===== src/include/sdb_pkg.sv =====
// Constants, states and carrier types for the single-wire debug bit engine.
// Assumes all cycle counts except the strap counts are in debug-clock ticks, not system clock edges.
package sdb_pkg;

  // ----------------------------------------
  // Bit timing in debug-clock cycles
  // ----------------------------------------
  localparam logic [9:0] BIT_CYC = 10'h010;
  localparam logic [9:0] SAMPLE_CYC = 10'h00a;
  localparam logic [9:0] ONE_PULSE_CYC = 10'h007;
  localparam logic [9:0] ZERO_LOW_CYC = 10'h00d;
  localparam logic [9:0] TIMEOUT_CYC = 10'h200;
  localparam logic [9:0] SYNC_REQ_CYC = 10'h080;
  localparam logic [9:0] SYNC_GAP_CYC = 10'h010;
  localparam logic [9:0] SYNC_LOW_CYC = 10'h080;

  // ----------------------------------------
  // Framing and reset values
  // ----------------------------------------
  localparam logic [2:0] LAST_BIT = 3'h7;
  localparam logic [3:0] BYTE_BITS = 4'h8;
  localparam logic [1:0] STRAP_WAIT = 2'h2;
  localparam logic [1:0] STRAP_DONE = 2'h3;
  localparam logic PIN_IDLE = 1'b1;

  // ----------------------------------------
  // Types
  // ----------------------------------------
  typedef enum logic [2:0] {
    ST_IDLE,
    ST_RX,
    ST_TX,
    ST_SYNC_HIGH,
    ST_SYNC_GAP,
    ST_SYNC_LOW,
    ST_SYNC_PULSE
  } sdb_state_t;

  typedef struct packed {
    logic valid;
    logic [7:0] data;
  } sdb_byte_t;

endpackage


===== src/verilog/sdb_bit_engine.sv =====
// Bit engine of the single-wire background debug controller.
// Assumes a command layer outside classifies command codes and executes them.
`timescale 1ns/100ps
// What this block does
// RULE1: The host starts every bit, both directions, with a falling edge.
// RULE2: Bits travel most significant first, nominally sixteen debug cycles each.
// RULE3: After 512 cycles without a host edge, abort the command, keep mode.
// RULE4: A select bit picks bus clock or alternate clock as debug clock.
// RULE5: The host falling edge is synchronized; perceived start lags slightly.
// RULE6: Received bits are sampled ten cycles after the perceived start.
// RULE7: The device never drives the pin while the host sends.
// RULE8: The host holds the pin low two cycles when reading a bit.
// RULE9: A one is returned as a brief high pulse seven cycles in.
// RULE10: A zero is returned as thirteen low cycles, then a brief high.
// RULE11: The host samples returned bits about ten cycles in.
// RULE12: Pin low at reset release starts halted mode; high starts running.
// RULE13: Any-time commands always accepted; halted-only ones only when halted.
// RULE14: Any-time commands reach memory and the controller status register.
// RULE15: Halted commands reach CPU registers, single step and resume.
// RULE16: Pseudo open drain pin; rising edges forced by brief high pulses.
// RULE17: A rate probe request is answered with a timed pulse.
// RULE18: Debug traffic works while running, with no reset needed.
// RULE19: Rate probe answer: 128 cycles low, then one cycle high.
// RULE20: Host probes with at least 128 slow cycles low, pulse, release.
// RULE21: The host waits sixteen cycles in a delay slot.
// RULE22: The timeout counter restarts on host edges, cleared when idle.
// RULE23: The pin passes two synchronizer stages before any use.
module sdb_bit_engine (
  // Clock and reset
  input wire logic clk,
  input wire logic rst,
  // Debug clock choice
  input wire logic debug_clock_select,
  input wire logic alt_tick,
  // Debug wire pin
  input wire logic debug_wire_pin_in,
  output logic debug_wire_pin_out,
  output logic debug_wire_pin_oe,
  // Received command and data bytes
  output sdb_pkg::sdb_byte_t cmd,
  input wire logic cmd_halted_only,
  output logic cmd_accept,
  output logic cmd_reject,
  input wire logic cmd_done,
  output sdb_pkg::sdb_byte_t rx,
  output logic cmd_active,
  output logic abort,
  // Bytes returned to the host
  input wire logic tx_load,
  input wire logic [7:0] tx_data,
  output logic tx_ready,
  // Operating mode
  input wire logic halt_req,
  input wire logic resume_req,
  output logic halted_debug_mode
);
  import sdb_pkg::*;

  sdb_state_t state;
  logic tick;
  logic pin_s;
  logic pin_prev;
  logic fall;
  logic sync_seen;
  logic [9:0] cnt;
  logic [9:0] low_cnt;
  logic [9:0] idle_cnt;
  logic [2:0] bit_cnt;
  logic [7:0] shift;
  logic [7:0] tx_shift;
  logic [3:0] tx_left;
  logic [1:0] strap_cnt;
  logic rx_bit_done;
  logic tx_bit_done;
  logic cmd_taken;

  // ----------------------------------------
  // Debug clock and pin input
  // ----------------------------------------
  assign tick = debug_clock_select ? alt_tick : 1'b1; // RULE4

  sdb_sync u_sync ( // RULE23
    .clk(clk),
    .rst(rst),
    .din(debug_wire_pin_in),
    .dout(pin_s)
  );

  always_ff @(posedge clk or posedge rst) begin
    if (rst) begin
      pin_prev <= PIN_IDLE;
    end else if (tick) begin
      pin_prev <= pin_s;
    end
  end

  // Edges are ignored until the mode strap is read, so a strap low held through reset
  // does not look like the start of a bit.
  assign fall = tick && pin_prev && !pin_s && (strap_cnt == STRAP_DONE); // RULE1 RULE5

  // A host low far longer than any bit is a rate probe request.
  always_ff @(posedge clk or posedge rst) begin
    if (rst) begin
      low_cnt <= '0;
    end else if (tick) begin
      if (pin_s || debug_wire_pin_oe) begin
        low_cnt <= '0;
      end else if (low_cnt != SYNC_REQ_CYC) begin
        low_cnt <= low_cnt + 10'h001;
      end
    end
  end

  assign sync_seen = (low_cnt == SYNC_REQ_CYC); // RULE17

  // ----------------------------------------
  // Bit timing state machine
  // ----------------------------------------
  assign rx_bit_done = (state == ST_RX) && tick && (cnt == SAMPLE_CYC);
  assign tx_bit_done = (state == ST_TX) && tick && (cnt == ZERO_LOW_CYC);

  always_ff @(posedge clk or posedge rst) begin
    if (rst) begin
      state <= ST_IDLE;
      cnt <= '0;
    end else if (sync_seen && (state == ST_IDLE || state == ST_RX)) begin
      state <= ST_SYNC_HIGH;
      cnt <= '0;
    end else if (tick) begin
      unique case (state)
        ST_IDLE: begin
          cnt <= '0;
          if (fall) begin
            state <= (tx_left != 4'h0) ? ST_TX : ST_RX; // RULE2
          end
        end
        ST_RX: begin
          cnt <= cnt + 10'h001;
          if (cnt == SAMPLE_CYC) begin
            state <= ST_IDLE; // RULE6
          end
        end
        ST_TX: begin
          cnt <= cnt + 10'h001;
          if (cnt == ZERO_LOW_CYC) begin
            state <= ST_IDLE;
          end
        end
        ST_SYNC_HIGH: begin
          cnt <= '0;
          if (pin_s) begin
            state <= ST_SYNC_GAP;
          end
        end
        ST_SYNC_GAP: begin
          cnt <= cnt + 10'h001;
          if (cnt == SYNC_GAP_CYC - 10'h001) begin
            state <= ST_SYNC_LOW;
            cnt <= '0;
          end
        end
        ST_SYNC_LOW: begin
          cnt <= cnt + 10'h001;
          if (cnt == SYNC_LOW_CYC - 10'h001) begin
            state <= ST_SYNC_PULSE; // RULE19
          end
        end
        ST_SYNC_PULSE: begin
          state <= ST_IDLE;
        end
      endcase
    end
  end

  // ----------------------------------------
  // Pin drive
  // ----------------------------------------
  // The pin is only ever driven for short, timed spans; otherwise the pullup holds it.
  always_comb begin
    debug_wire_pin_oe = 1'b0; // RULE7 RULE16
    debug_wire_pin_out = 1'b1;
    unique case (state)
      ST_TX: begin
        if (tx_shift[7]) begin
          debug_wire_pin_oe = (cnt == ONE_PULSE_CYC); // RULE9
        end else begin
          debug_wire_pin_oe = 1'b1; // RULE10
          debug_wire_pin_out = (cnt == ZERO_LOW_CYC);
        end
      end
      ST_SYNC_LOW: begin
        debug_wire_pin_oe = 1'b1; // RULE19
        debug_wire_pin_out = 1'b0;
      end
      ST_SYNC_PULSE: begin
        debug_wire_pin_oe = 1'b1;
      end
      default: begin
        debug_wire_pin_oe = 1'b0;
      end
    endcase
  end

  // ----------------------------------------
  // Framing, command gating and timeout
  // ----------------------------------------
  always_ff @(posedge clk or posedge rst) begin
    if (rst) begin
      shift <= '0;
      bit_cnt <= '0;
      cmd <= '0;
      rx <= '0;
    end else begin
      cmd.valid <= 1'b0;
      rx.valid <= 1'b0;
      if (abort || sync_seen) begin
        bit_cnt <= '0;
      end else if (rx_bit_done) begin
        shift <= {shift[6:0], pin_s}; // RULE2
        bit_cnt <= bit_cnt + 3'h1;
        if (bit_cnt == LAST_BIT) begin
          if (!cmd_taken) begin
            cmd <= '{valid: 1'b1, data: {shift[6:0], pin_s}};
          end else begin
            rx <= '{valid: 1'b1, data: {shift[6:0], pin_s}};
          end
        end
      end
    end
  end

  // Any-time commands pass in either mode; halted-only ones need halted mode.
  assign cmd_accept = cmd.valid && (halted_debug_mode || !cmd_halted_only); // RULE13 RULE14 RULE15
  assign cmd_reject = cmd.valid && !halted_debug_mode && cmd_halted_only; // RULE13

  always_ff @(posedge clk or posedge rst) begin
    if (rst) begin
      cmd_active <= 1'b0;
    end else if (abort || sync_seen || cmd_reject) begin
      cmd_active <= 1'b0;
    end else if (state == ST_IDLE && fall && tx_left == 4'h0) begin
      cmd_active <= 1'b1; // RULE18
    end else if (cmd_done) begin
      cmd_active <= 1'b0;
    end
  end

  // The first byte after idle is the command; later bytes are its data.
  always_ff @(posedge clk or posedge rst) begin
    if (rst) begin
      cmd_taken <= 1'b0;
    end else if (abort || sync_seen || cmd_done || cmd_reject) begin
      cmd_taken <= 1'b0;
    end else if (cmd.valid) begin
      cmd_taken <= 1'b1; // RULE2
    end
  end

  always_ff @(posedge clk or posedge rst) begin
    if (rst) begin
      idle_cnt <= '0;
    end else if (!cmd_active || fall) begin
      idle_cnt <= '0; // RULE22
    end else if (tick) begin
      idle_cnt <= idle_cnt + 10'h001;
    end
  end

  // The abort touches only framing state; mode and memory stay as they were.
  always_ff @(posedge clk or posedge rst) begin
    if (rst) begin
      abort <= 1'b0;
    end else begin
      abort <= cmd_active && tick && !fall && (idle_cnt == TIMEOUT_CYC - 10'h001); // RULE3
    end
  end

  // ----------------------------------------
  // Return byte shifter
  // ----------------------------------------
  assign tx_ready = (tx_left == 4'h0);

  always_ff @(posedge clk or posedge rst) begin
    if (rst) begin
      tx_shift <= '0;
      tx_left <= '0;
    end else if (abort || sync_seen) begin
      tx_left <= '0;
    end else if (tx_load && tx_ready) begin // RULE21
      tx_shift <= tx_data;
      tx_left <= BYTE_BITS;
    end else if (tx_bit_done) begin
      tx_shift <= {tx_shift[6:0], 1'b0}; // RULE2
      tx_left <= tx_left - 4'h1;
    end
  end

  // ----------------------------------------
  // Operating mode
  // ----------------------------------------
  // The strap is read once the synchronizer holds the released pin level.
  always_ff @(posedge clk or posedge rst) begin
    if (rst) begin
      strap_cnt <= '0;
      halted_debug_mode <= 1'b0;
    end else if (strap_cnt != STRAP_DONE) begin
      strap_cnt <= strap_cnt + 2'h1;
      if (strap_cnt == STRAP_WAIT) begin
        halted_debug_mode <= !pin_s; // RULE12
      end
    end else if (halt_req) begin
      halted_debug_mode <= 1'b1;
    end else if (resume_req) begin
      halted_debug_mode <= 1'b0;
    end
  end
endmodule


===== src/verilog/sdb_sync.sv =====
// Two-stage synchronizer for the debug wire input level.
// Assumes the pin idles high through the internal pullup.
`timescale 1ns/100ps
module sdb_sync (
  // Clock and reset
  input wire logic clk,
  input wire logic rst,
  // Level in and out
  input wire logic din,
  output logic dout
);
  import sdb_pkg::*;

  logic stage1;

  always_ff @(posedge clk or posedge rst) begin
    if (rst) begin
      stage1 <= PIN_IDLE;
      dout <= PIN_IDLE;
    end else begin
      stage1 <= din;
      dout <= stage1;
    end
  end
endmodule

===== config.mk =====
export PLATFORM = sky130hd
export DESIGN_NAME = sdb_bit_engine
export DESIGN_NICKNAME = d
export VERILOG_FILES = /design/src/include/sdb_pkg.sv /design/src/verilog/sdb_bit_engine.sv /design/src/verilog/sdb_sync.sv
export SDC_FILE = /design/constraint.sdc
export NUM_CORES = 1
export LEC_CHECK = 0
export BUFFER_PORTS_ARGS = -buffer_cell sky130_fd_sc_hd__buf_2
export CAP_MARGIN = 40
export CORE_MARGIN = 2
export CORE_UTILIZATION = 40
export CTS_BUF_LIST = sky130_fd_sc_hd__clkbuf_4 sky130_fd_sc_hd__clkbuf_8 sky130_fd_sc_hd__clkbuf_16
export DETAILED_ROUTE_END_ITERATION = 10
export PLACE_DENSITY = 0.67
export SYNTH_ARGS = -nofsm -noshare
export SYNTH_HDL_FRONTEND = slang
export SYNTH_HIERARCHICAL = 1
export SYNTH_SLANG_ARGS = --single-unit

===== constraint.sdc =====
create_clock -name clk -period 3.1 [get_ports clk]
set_input_delay 0.465 -clock clk [delete_from_list [all_inputs] [get_ports clk]]
set_output_delay 0.465 -clock clk [all_outputs]
set_load 0.05 [all_outputs]

# Word-level counts from Yosys, hierarchy flattened
# Cells that the tools add are included.
# W data, S select, Z words.
[totals]
ff_bits = 82
inputBits = 18
out_inout_bits = 26
word_cells = 154
[op_classes]
n_addsub = 6
n_eq_ne = 25
mux = 47
bitwise_logic = 2
reduce_logical = 54
[op_table]
columns = ["op", "count"]
rows = [
  ["$mux W9", 8],
  ["$mux W10", 7],
  ["$add A10 B1 Y10 const B", 3],
  ["$eq A10 B4 Y1 const B", 3],
  ["$mux W3", 10],
  ["$pmux W10 S3", 1],
  ["$pmux W3 S7", 1],
  ["$logic_and A1 B1 Y1", 17],
  ["$mux W8", 2],
  ["$eq A3 B3 Y1 const B", 4],
  ["$mux W1", 12],
  ["$mux W4", 3],
  ["$reduce_bool A2 Y1", 6],
  ["$eq A10 B3 Y1 const B", 1],
  ["$eq A10 B7 Y1 const B", 1],
  ["$eq A10 B8 Y1 const B", 1],
  ["$eq A10 B9 Y1 const B", 1],
  ["$ne A10 B8 Y1 const B", 1],
  ["$reduce_and A2 Y1", 5],
  ["$reduce_bool A3 Y1", 3],
  ["$logic_or A1 B1 Y1", 8],
  ["$reduce_and A4 Y1", 2],
  ["$reduce_bool A4 Y1", 2],
  ["$reduce_and A7 Y1", 1],
  ["19 further kinds", 31],
]

# Depth between registers and ports, before layout
# Gate-level depths: netlist of run 1.
[logic_depth]
depth_word = 8
ltp_mapped = 8
depth_no_buf = 7

# Modules after synthesis
# Netlist of run 1, hierarchy kept.
[modules_own_cells]
columns = ["mod", "instances", "cells_per_inst", "area_per_inst_um2", "seq_area_each_um2"]
rows = [
  ["sdb_bit_engine", 1, 399, 4107.7, 2003.2],
  ["sdb_sync", 1, 3, 56.3, 52.6],
]

# Least setup slack after synthesis of run 1
# No wires, ideal clock.
[synth_path]
kind = "register to register"
startpoint = "register tx_left[0]"
endpoint = "register tx_shift[1]"
setup_ns = 0.132
arrival_time_ns = 2.965
required_ns = 2.968
slack_ns = 0.003
stages_incl_launch_ff = 8
n_path_buf = 1
synth_period_minus_slack_ns = 3.097
path_cell_list = "dfrtp_1 inv_1 ha_1 nor3b_1 and2_1 buf_1 mux2i_1 o21ai_0"
[synth_via]
elab_chain_cells = 4
elab_cells_between_ends = 5
classes_between = "1 x mux; 4 x reduce/logical"
[synth_lines]
columns = ["item", "line", "source"]
rows = [
  ["start, declared", "sdb_bit_engine.sv:71", "logic [3:0] tx_left;"],
  ["start signal, assigned", "sdb_bit_engine.sv:294", "tx_left <= tx_left - 4'h1;"],
  ["$logic_not A4 Y1 (*)", "sdb_bit_engine.sv:281", "assign tx_ready = (tx_left == 4'h0);"],
  ["net tx_ready", "sdb_bit_engine.sv:51", "output logic tx_ready,"],
  ["$logic_and A1 B1 Y1 (*)", "sdb_bit_engine.sv:289", "end else if (tx_load && tx_ready) begin"],
  ["$reduce_bool A2 Y1 (no source line)", "--", ""],
  ["$reduce_and A2 Y1 (no source line)", "--", ""],
  ["end signal, assigned", "sdb_bit_engine.sv:290", "tx_shift <= tx_data;"],
  ["end signal, assigned", "sdb_bit_engine.sv:293", "tx_shift <= {tx_shift[6:0], 1'b0};"],
  ["end, declared", "sdb_bit_engine.sv:70", "logic [7:0] tx_shift;"],
]
# Mark *: on every way through the listed nets, which the timed path passes. The rest lies on a longest branch.
# A chain may end at the register's enable or synchronous reset.

# Worst setup path in the final report of run 1
[layout_path]
startpoint = "register cnt[5]"
endpoint = "output port debug_wire_pin_oe"
[layout_via]
elab_chain_cells = 3
[layout_lines]
columns = ["item", "line", "source"]
rows = [
  ["start, declared", "sdb_bit_engine.sv:65", "logic [9:0] cnt;"],
  ["start signal, assigned", "sdb_bit_engine.sv:138", "cnt <= cnt + 10'h001;"],
  ["start signal, assigned", "sdb_bit_engine.sv:144", "cnt <= cnt + 10'h001;"],
  ["start signal, assigned", "sdb_bit_engine.sv:156", "cnt <= cnt + 10'h001;"],
  ["$eq A10 B3 Y1", "sdb_bit_engine.sv:185", "debug_wire_pin_oe = (cnt == ONE_PULSE_CYC);"],
  ["$mux W1", "sdb_bit_engine.sv:184", "if (tx_shift[7]) begin"],
  ["$pmux W1 S2", "sdb_bit_engine.sv:182", "unique case (state)"],
  ["end, declared", "sdb_bit_engine.sv:38", "output logic debug_wire_pin_oe,"],
]
# No other way between the ends.

==> impl_results.md, run 1 <==
* Fill cells at 952
* Setup WS pre-CTS at 538.6 ps
* Die Wd at 106.0 um
* Starting Density at 0.4070
* Period utilisation layout at 0.8984
* Fin crit period at 2785 ps
* Die height at 106.0 um
* Startpoint types: flip-flop
* Drt first-iter violations at 141
* Row cnt at 37
* DP HPWL at 6000 um
* Register bit total from synthesis at 82
* Highest net fanout along the worst path at 7
* EDFF count, synth at 0
* Layout Area Growth over Synthesis at 14.45%
* Drt wl/cell at 14.38 um
* Clk pin slew, worst setup/hold paths at 90 ps
* Post-route DRC at 0
* Via count at 3112
* Ports at 44
* Power Internal at 1.903 mW
* CTS tree: yes
* Post-CTS setup buffer count at 0
* Worst Slack Setup Final at 315.1 ps
* Pre-Repair DR Iteration Count at 4
* Final #Nets at 481
* Synth area leaders: dfrtp_1 47%, mux2_2 4.1%, ha_1 3.6%
* Final wirelength at 8514 um
* Sequential share of power at 0.439
* Clock power frac at 0.241
* Sw Share at 0.3813
* Yosys cell types at 57
* Slew HR at 0.5889
* Worst skew pair latency at 360 ps
* Mapped Nets at 432
* Max Slew Vio Count at 0
* Commonest non-fill, non-tap cell in the layout: dfrtp_1
* Placeable Area at 10230 sq um
* Top-area cell type share of the netlist area at 0.4748
* RSZ-0062 raised after global routing: no
* Antenna violations before repair at 0
* Share of layout cells above drive strength 1 at 0.2368
* CTS Hold Bufs at 0
* CP Data Arrival Time at 2320 ps
* Post-cts sizing count at 0
* Post-synth top area cell: dfrtp_1
* Hold WC Path Type: in2async
* Most frequent cells in the layout: 79 x dfrtp_1, 43 x buf_2, 35 x nand2_1
* Wire length of the first global-routing pass at 14590 um
* Combinational power share at 0.320
* Worst hold margin at 111.7 ps
* Tightest Pin Transition at 616.6 ps
* Yosys warns at 6
* Xor and xnor area share after synthesis at 0.02314
* Sequential area share after synthesis at 0.4937
* Run status: finished, final reports clean
* Final hold vios at 0
* Adder-Cell Fraction of Synth Area at 0.03606
* GP Congestion at 0.8353
* Leakage at 2.272 nW
* Setup Skew at 11.87 ps
* Switching pwr at 1.173 mW
* Largest family of logic cells by synthesized area: simple AND/OR/NAND/NOR gates
* Vias in the first global route at 2974
* Port bufs at 43
* Synth Cell Area at 4164 sq um
* H-tree Lvls at 3
* Max rail drop VDD at 0.3158 mV
* Die Footprint at 11240 sq um
* Pwr/cell area at 645.3 nW/um^2
* WP data required at 2630 ps
* Clock tree buffer depth at 2
* Synth Instances at 402
* Setup TNS at 0 ps
* Inserted Diodes at 0
* Async SR Flop Fraction at 1.000
* Final setup viols at 0
* Gr usage total at 0.1639
* Post-layout util at 0.4658
* CP endpoint kind: primary output
* Avg Vias per Cell at 5.257
* Gr ovfl total at 0
* Ys flop type: dfrtp_1
* Clock Root Buffer: clkbuf_8
* Syn Area/Cell at 10.36 sq um
* Max Cap Viol at 0
* Mux contribution to synthesized area at 0.09585
* Kind of critical path: reg2out
* Fmax at 359.1 MHz
* CTS Buf Count at 9
* ANT nets after route at 0
* Synth Area in Simple Gates at 0.1728
* # clock sinks at 82
* Largest net degree at the start of global routing at 36
* Synth Area in Compound Gates at 0.1370
==> cell usage after synthesis (4+ instances only) <==
master,number
xnor2_1,8
nor2_1,25
ha_1,12
clkbuf_1,14
a22o_1,7
a21o_1,5
nand2b_1,5
or3_1,8
nor3_1,9
a21oi_1,15
mux2_4,8
o21ai_0,23
o31ai_1,4
mux2_2,15
o311ai_0,4
nand4_1,4
nand3_1,20
nand2_1,35
dfrtp_1,79
inv_1,27
o22ai_1,5
and2_1,4
mux2i_1,11
==> power by group through the flow <==
stage	clock [mW]	combinational, mW	sequential, mW
2_1_floorplan	0	0.794	1.29
4_1_cts	0.770	0.985	1.35
5_1_grt	0.814	1.10	1.38
3_3_place_gp	0	0.958	1.36
6_report	0.740	0.984	1.35
3_5_place_dp	0	0.982	1.37
==> registers in the layout, summed over array words and instances, names as in the netlist, 4 cells and up <==
register / count
low_cnt: 10
cnt: 10
rx: 9
shift: 7
tx_shift: 8
cmd: 9
tx_left: 4
idle_cnt: 10
==> critical path, cell delays in order, from the launching register on <==
cell and delay (ps):
dfrtp_1 450, or3_4 450, o41ai_1 520, a22o_1 260
buf_2 270
==> path summary, 6_finish.rpt <==
check / start / to / slack (ps) / depth (start not counted)
worst max-delay path: cnt[5] / debug_wire_pin_oe / 320 / 4
worst min-delay path: rst / u_sync/dout / 110 / 2
worst max register to register: cnt[5] / cmd[0] / 530 / 5
worst min register to register: u_sync/stage1 / u_sync/dout / 360 / 0
max in group asynchronous: rst / cnt[1] / 2250 / 3
min in group clk: debug_wire_pin_in / u_sync/stage1 / 190 / 1
==> cells by family (layout without fill, tap and decap cells) <==
kind of cell | count (synthesis) | in the layout
mux | 34 | 34
simple gates | 134 | 134
buf+inv | 44 | 98
compound gates | 85 | 85
flops | 82 | 82
fa+ha+maj | 12 | 12
xor+xnor | 11 | 11
==> metal layers <==
metal | routed length (um) | share of wire | vias to the layer above | global-route usage
met5 | 0 | 0 | - | 0
met4 | 199 | 0.023 | 0 | 0.06861
met3 | 250 | 0.029 | 13 | 0.03740
met2 | 3989 | 0.47 | 48 | 0.2433
met1 | 4074 | 0.48 | 1513 | 0.2312
li1 | - | - | 1538 | -
==> through the flow <==
stage                     std cells  cell area [sq um]  power, mW
after floorplan                 402               4164      2.084
after detailed placement        576               4581      2.350
final                           592               4766      3.075
after global routing            592               4766      3.286
after global placement          575               4573      2.319
after CTS                       592               4766      3.103
==> layout make-up <==
class / count / area, sq um / share of cell area
sequential: 82 / 2056 / 0.4313
multi-input combinational: 276 / 1936 / 0.4061
timing repair buffer: 55 / 317.8 / 0.06668
tap: 136 / 170.2 / 0.03570
clock buffer: 10 / 137.6 / 0.02888
inverter: 27 / 101.3 / 0.02127
clock inverter: 6 / 47.55 / 0.009976
No activity file was read; power rests on OpenSTA's default activity.
==> run 2, diff against run 1 <==
--- a/config.mk
+++ b/config.mk
@@ -7,7 +7,6 @@
 export LEC_CHECK = 0
 export BUFFER_PORTS_ARGS = -buffer_cell sky130_fd_sc_hd__buf_2
 export CAP_MARGIN = 40
-export CORE_MARGIN = 2
 export CORE_UTILIZATION = 40
 export CTS_BUF_LIST = sky130_fd_sc_hd__clkbuf_4 sky130_fd_sc_hd__clkbuf_8 sky130_fd_sc_hd__clkbuf_16
 export DETAILED_ROUTE_END_ITERATION = 10
==> constraint.sdc (replaced) <==
create_clock -name clk -period 2.6 [get_ports clk]
set_input_delay 0.39 -clock clk [delete_from_list [all_inputs] [get_ports clk]]
set_output_delay 0.39 -clock clk [all_outputs]
set_load 0.05 [all_outputs]
==> run 2 against run 1 <==
  * Die area is 3.7% lower
  * Core utilization increased by 2.1 points
  * Via count is 0.39% lower
  * Final area is 1.2% higher
  * Sequential cell count unchanged
  * Clock skew decreased by 1.6 ps
  * Routed wire length rose by 5.3%
  * Highest routed layer unchanged
  * Non-clock buffer count up 2
  * Critical path depth rose by 1
  * Clock-buffer cell count down 1
==> impl_results.md, run 2 (synthesized netlist as in run 1, its figures left out) <==
* Run status: finished, final reports clean (unchanged)
* Share of layout cells above drive strength 1 at 0.2467 (was 0.2368)
* Die height at 104.0 um (was 106.0 um)
* Fin crit period at 2517 ps
* Fmax at 397.4 MHz
* Via count at 3100 (was 3112)
* Final hold vios at 0 (unchanged)
* RSZ-0062 raised after global routing: no (unchanged)
* Placeable Area at 9910 sq um (was 10230 sq um)
* Clock tree buffer depth at 2 (unchanged)
* Leakage at 2.300 nW (was 2.272 nW)
* H-tree Lvls at 3 (unchanged)
* Clock Root Buffer: clkbuf_8 (unchanged)
* Starting Density at 0.4202 (was 0.4070)
* Inserted Diodes at 0 (unchanged)
* Wire length of the first global-routing pass at 15570 um (was 14590 um)
* GP Congestion at 0.8357 (was 0.8353)
* Largest net degree at the start of global routing at 81 (was 36)
* Antenna violations before repair at 0 (unchanged)
* Final wirelength at 8962 um (was 8514 um)
* Setup Skew at 10.27 ps (was 11.87 ps)
* Overall Power at 3.829 mW (was 3.075 mW)
* Drt first-iter violations at 155 (was 141)
* WP data required at 2210 ps (was 2630 ps)
* Worst skew pair latency at 370 ps (was 360 ps)
* Max Slew Vio Count at 0 (unchanged)
* Tightest Pin Transition at 734.4 ps (was 616.6 ps)
* Post-route DRC at 0 (unchanged)
* CTS tree: yes (unchanged)
* DP HPWL at 6224 um (was 6000 um)
* R2r worst-path depth at 5 (unchanged)
* Ports at 44 (unchanged)
* Gr ovfl total at 0 (unchanged)
* Startpoint types: flip-flop (unchanged)
* # clock sinks at 82 (unchanged)
* Commonest non-fill, non-tap cell in the layout: dfrtp_1 (unchanged)
* Highest net fanout along the worst path at 7 (unchanged)
* Row cnt at 36 (was 37)
* Most frequent cells in the layout: 79 x dfrtp_1, 41 x buf_2, 35 x nand2_1 (was 79 x dfrtp_1, 43 x buf_2, 35 x nand2_1)
* Final #Nets at 483 (was 481)
* CTS Buf Count at 9 (unchanged)
* Avg Vias per Cell at 5.245 (was 5.257)
* ANT nets after route at 0 (unchanged)
* Hold WC Path Type: in2async (unchanged)
* Max Cap Viol at 0 (unchanged)
* Max rail drop VDD at 0.4540 mV (was 0.3158 mV)
* CP Data Arrival Time at 2130 ps (was 2320 ps)
* Biggest regs: cnt x10, idle_cnt x10, low_cnt x10 (unchanged)
* Fill cells at 924 (was 952)
* Drt wl/cell at 15.16 um (was 14.38 um)
* CP endpoint kind: primary output (unchanged)
* Setup TNS at 0 ps (unchanged)
* Period utilisation layout at 0.9679
* Worst hold margin at 44.20 ps (was 111.7 ps)
* Pre-Repair DR Iteration Count at 4 (unchanged)
* Die Footprint at 10820 sq um (was 11240 sq um)
* Kind of critical path: reg2out (unchanged)
* Final setup viols at 0 (unchanged)
* Post-layout util at 0.4867 (was 0.4658)
* Vias in the first global route at 3183 (was 2974)
* Pwr/cell area at 793.9 nW/um^2 (was 645.3 nW/um^2)
* Slew HR at 0.5081 (was 0.5889)
* Post-CTS setup buffer count at 0 (unchanged)
* CTS Hold Bufs at 0 (unchanged)
* Placed cell count at 575 (was 576)
* Clk pin slew, worst setup/hold paths at 90 ps (about the same)
* Non-filler cells, final at 591 (was 592)
* Layout Area Growth over Synthesis at 15.84% (was 14.45%)
* R2R Setup Slk at 120 ps (was 530 ps)
* Die Wd at 104.0 um (was 106.0 um)
* Gr usage total at 0.1786 (was 0.1639)
* Port bufs at 43 (unchanged)
run 2: per-layer routing:
metal  vias up  routed length (um)  track usage
li1       1529                   -            -
met5         -                   0            0
met2        47                4162       0.2776
met1      1510                4337       0.2403
met4         0                 193      0.08061
met3        14                 268      0.03634
run 2: path summary, 6_finish.rpt:
check / start / endpoint
worst min-delay path: rst / u_sync/stage1
max in group asynchronous: rst / pin_prev
worst min register to register: u_sync/stage1 / u_sync/dout
worst max register to register: cnt[5] / cmd[5]
min in group clk: debug_wire_pin_in / u_sync/stage1
worst max-delay path: cnt[5] / debug_wire_pin_out
run 2: repair_timing:
| item | 4_1_cts | 5_1_grt |
|---|---|---|
| pin swaps | 0 | 0 |
| gates resized for setup | 2 | 2 |
| hold endpoints to repair | 0 | 0 |
| endpoints found under the setup margin | 2 | 2 |
run 2: cell type report:
| type | instances | area [sq um] | area share |
|---|---|---|---|
| Multi-Input combinational cell | 276 | 1953 | 0.4049 |
| Clock inverter | 7 | 83.83 | 0.01738 |
| Tap cell | 133 | 166.4 | 0.03450 |
| Sequential cell | 82 | 2056 | 0.4262 |
| Timing Repair Buffer | 57 | 337.8 | 0.07004 |
| Clock buffer | 9 | 123.9 | 0.02568 |
| Inverter | 27 | 102.6 | 0.02127 |
run 2: worst max-delay path: stages (launching register included):
cell,delay [ps]
dfrtp_1,470
or3_4,460
nor3_2,250
buf_4,170
o31a_1,170
clkbuf_4,250
run 2: power breakdown:
group / internal (mW) / total [mW] / switching (mW)
sequential: 1.42 / 1.62 / 0.197
combinational: 0.507 / 1.23 / 0.726
clock: 0.462 / 0.977 / 0.515
total: 2.39 / 3.83 / 1.44
run 2: per-stage QoR:
| stage | area [sq um] | setup WS [ps] |
|---|---|---|
| 3_3_place_gp | 4598 | 207.4 |
| 2_1_floorplan | 4169 | 147.6 |
| 4_1_cts | 4818 | 42.57 |
| 3_5_place_dp | 4598 | 157.9 |
| 5_1_grt | 4823 | 5.075 |
| 6_report | 4823 | 83.44 |
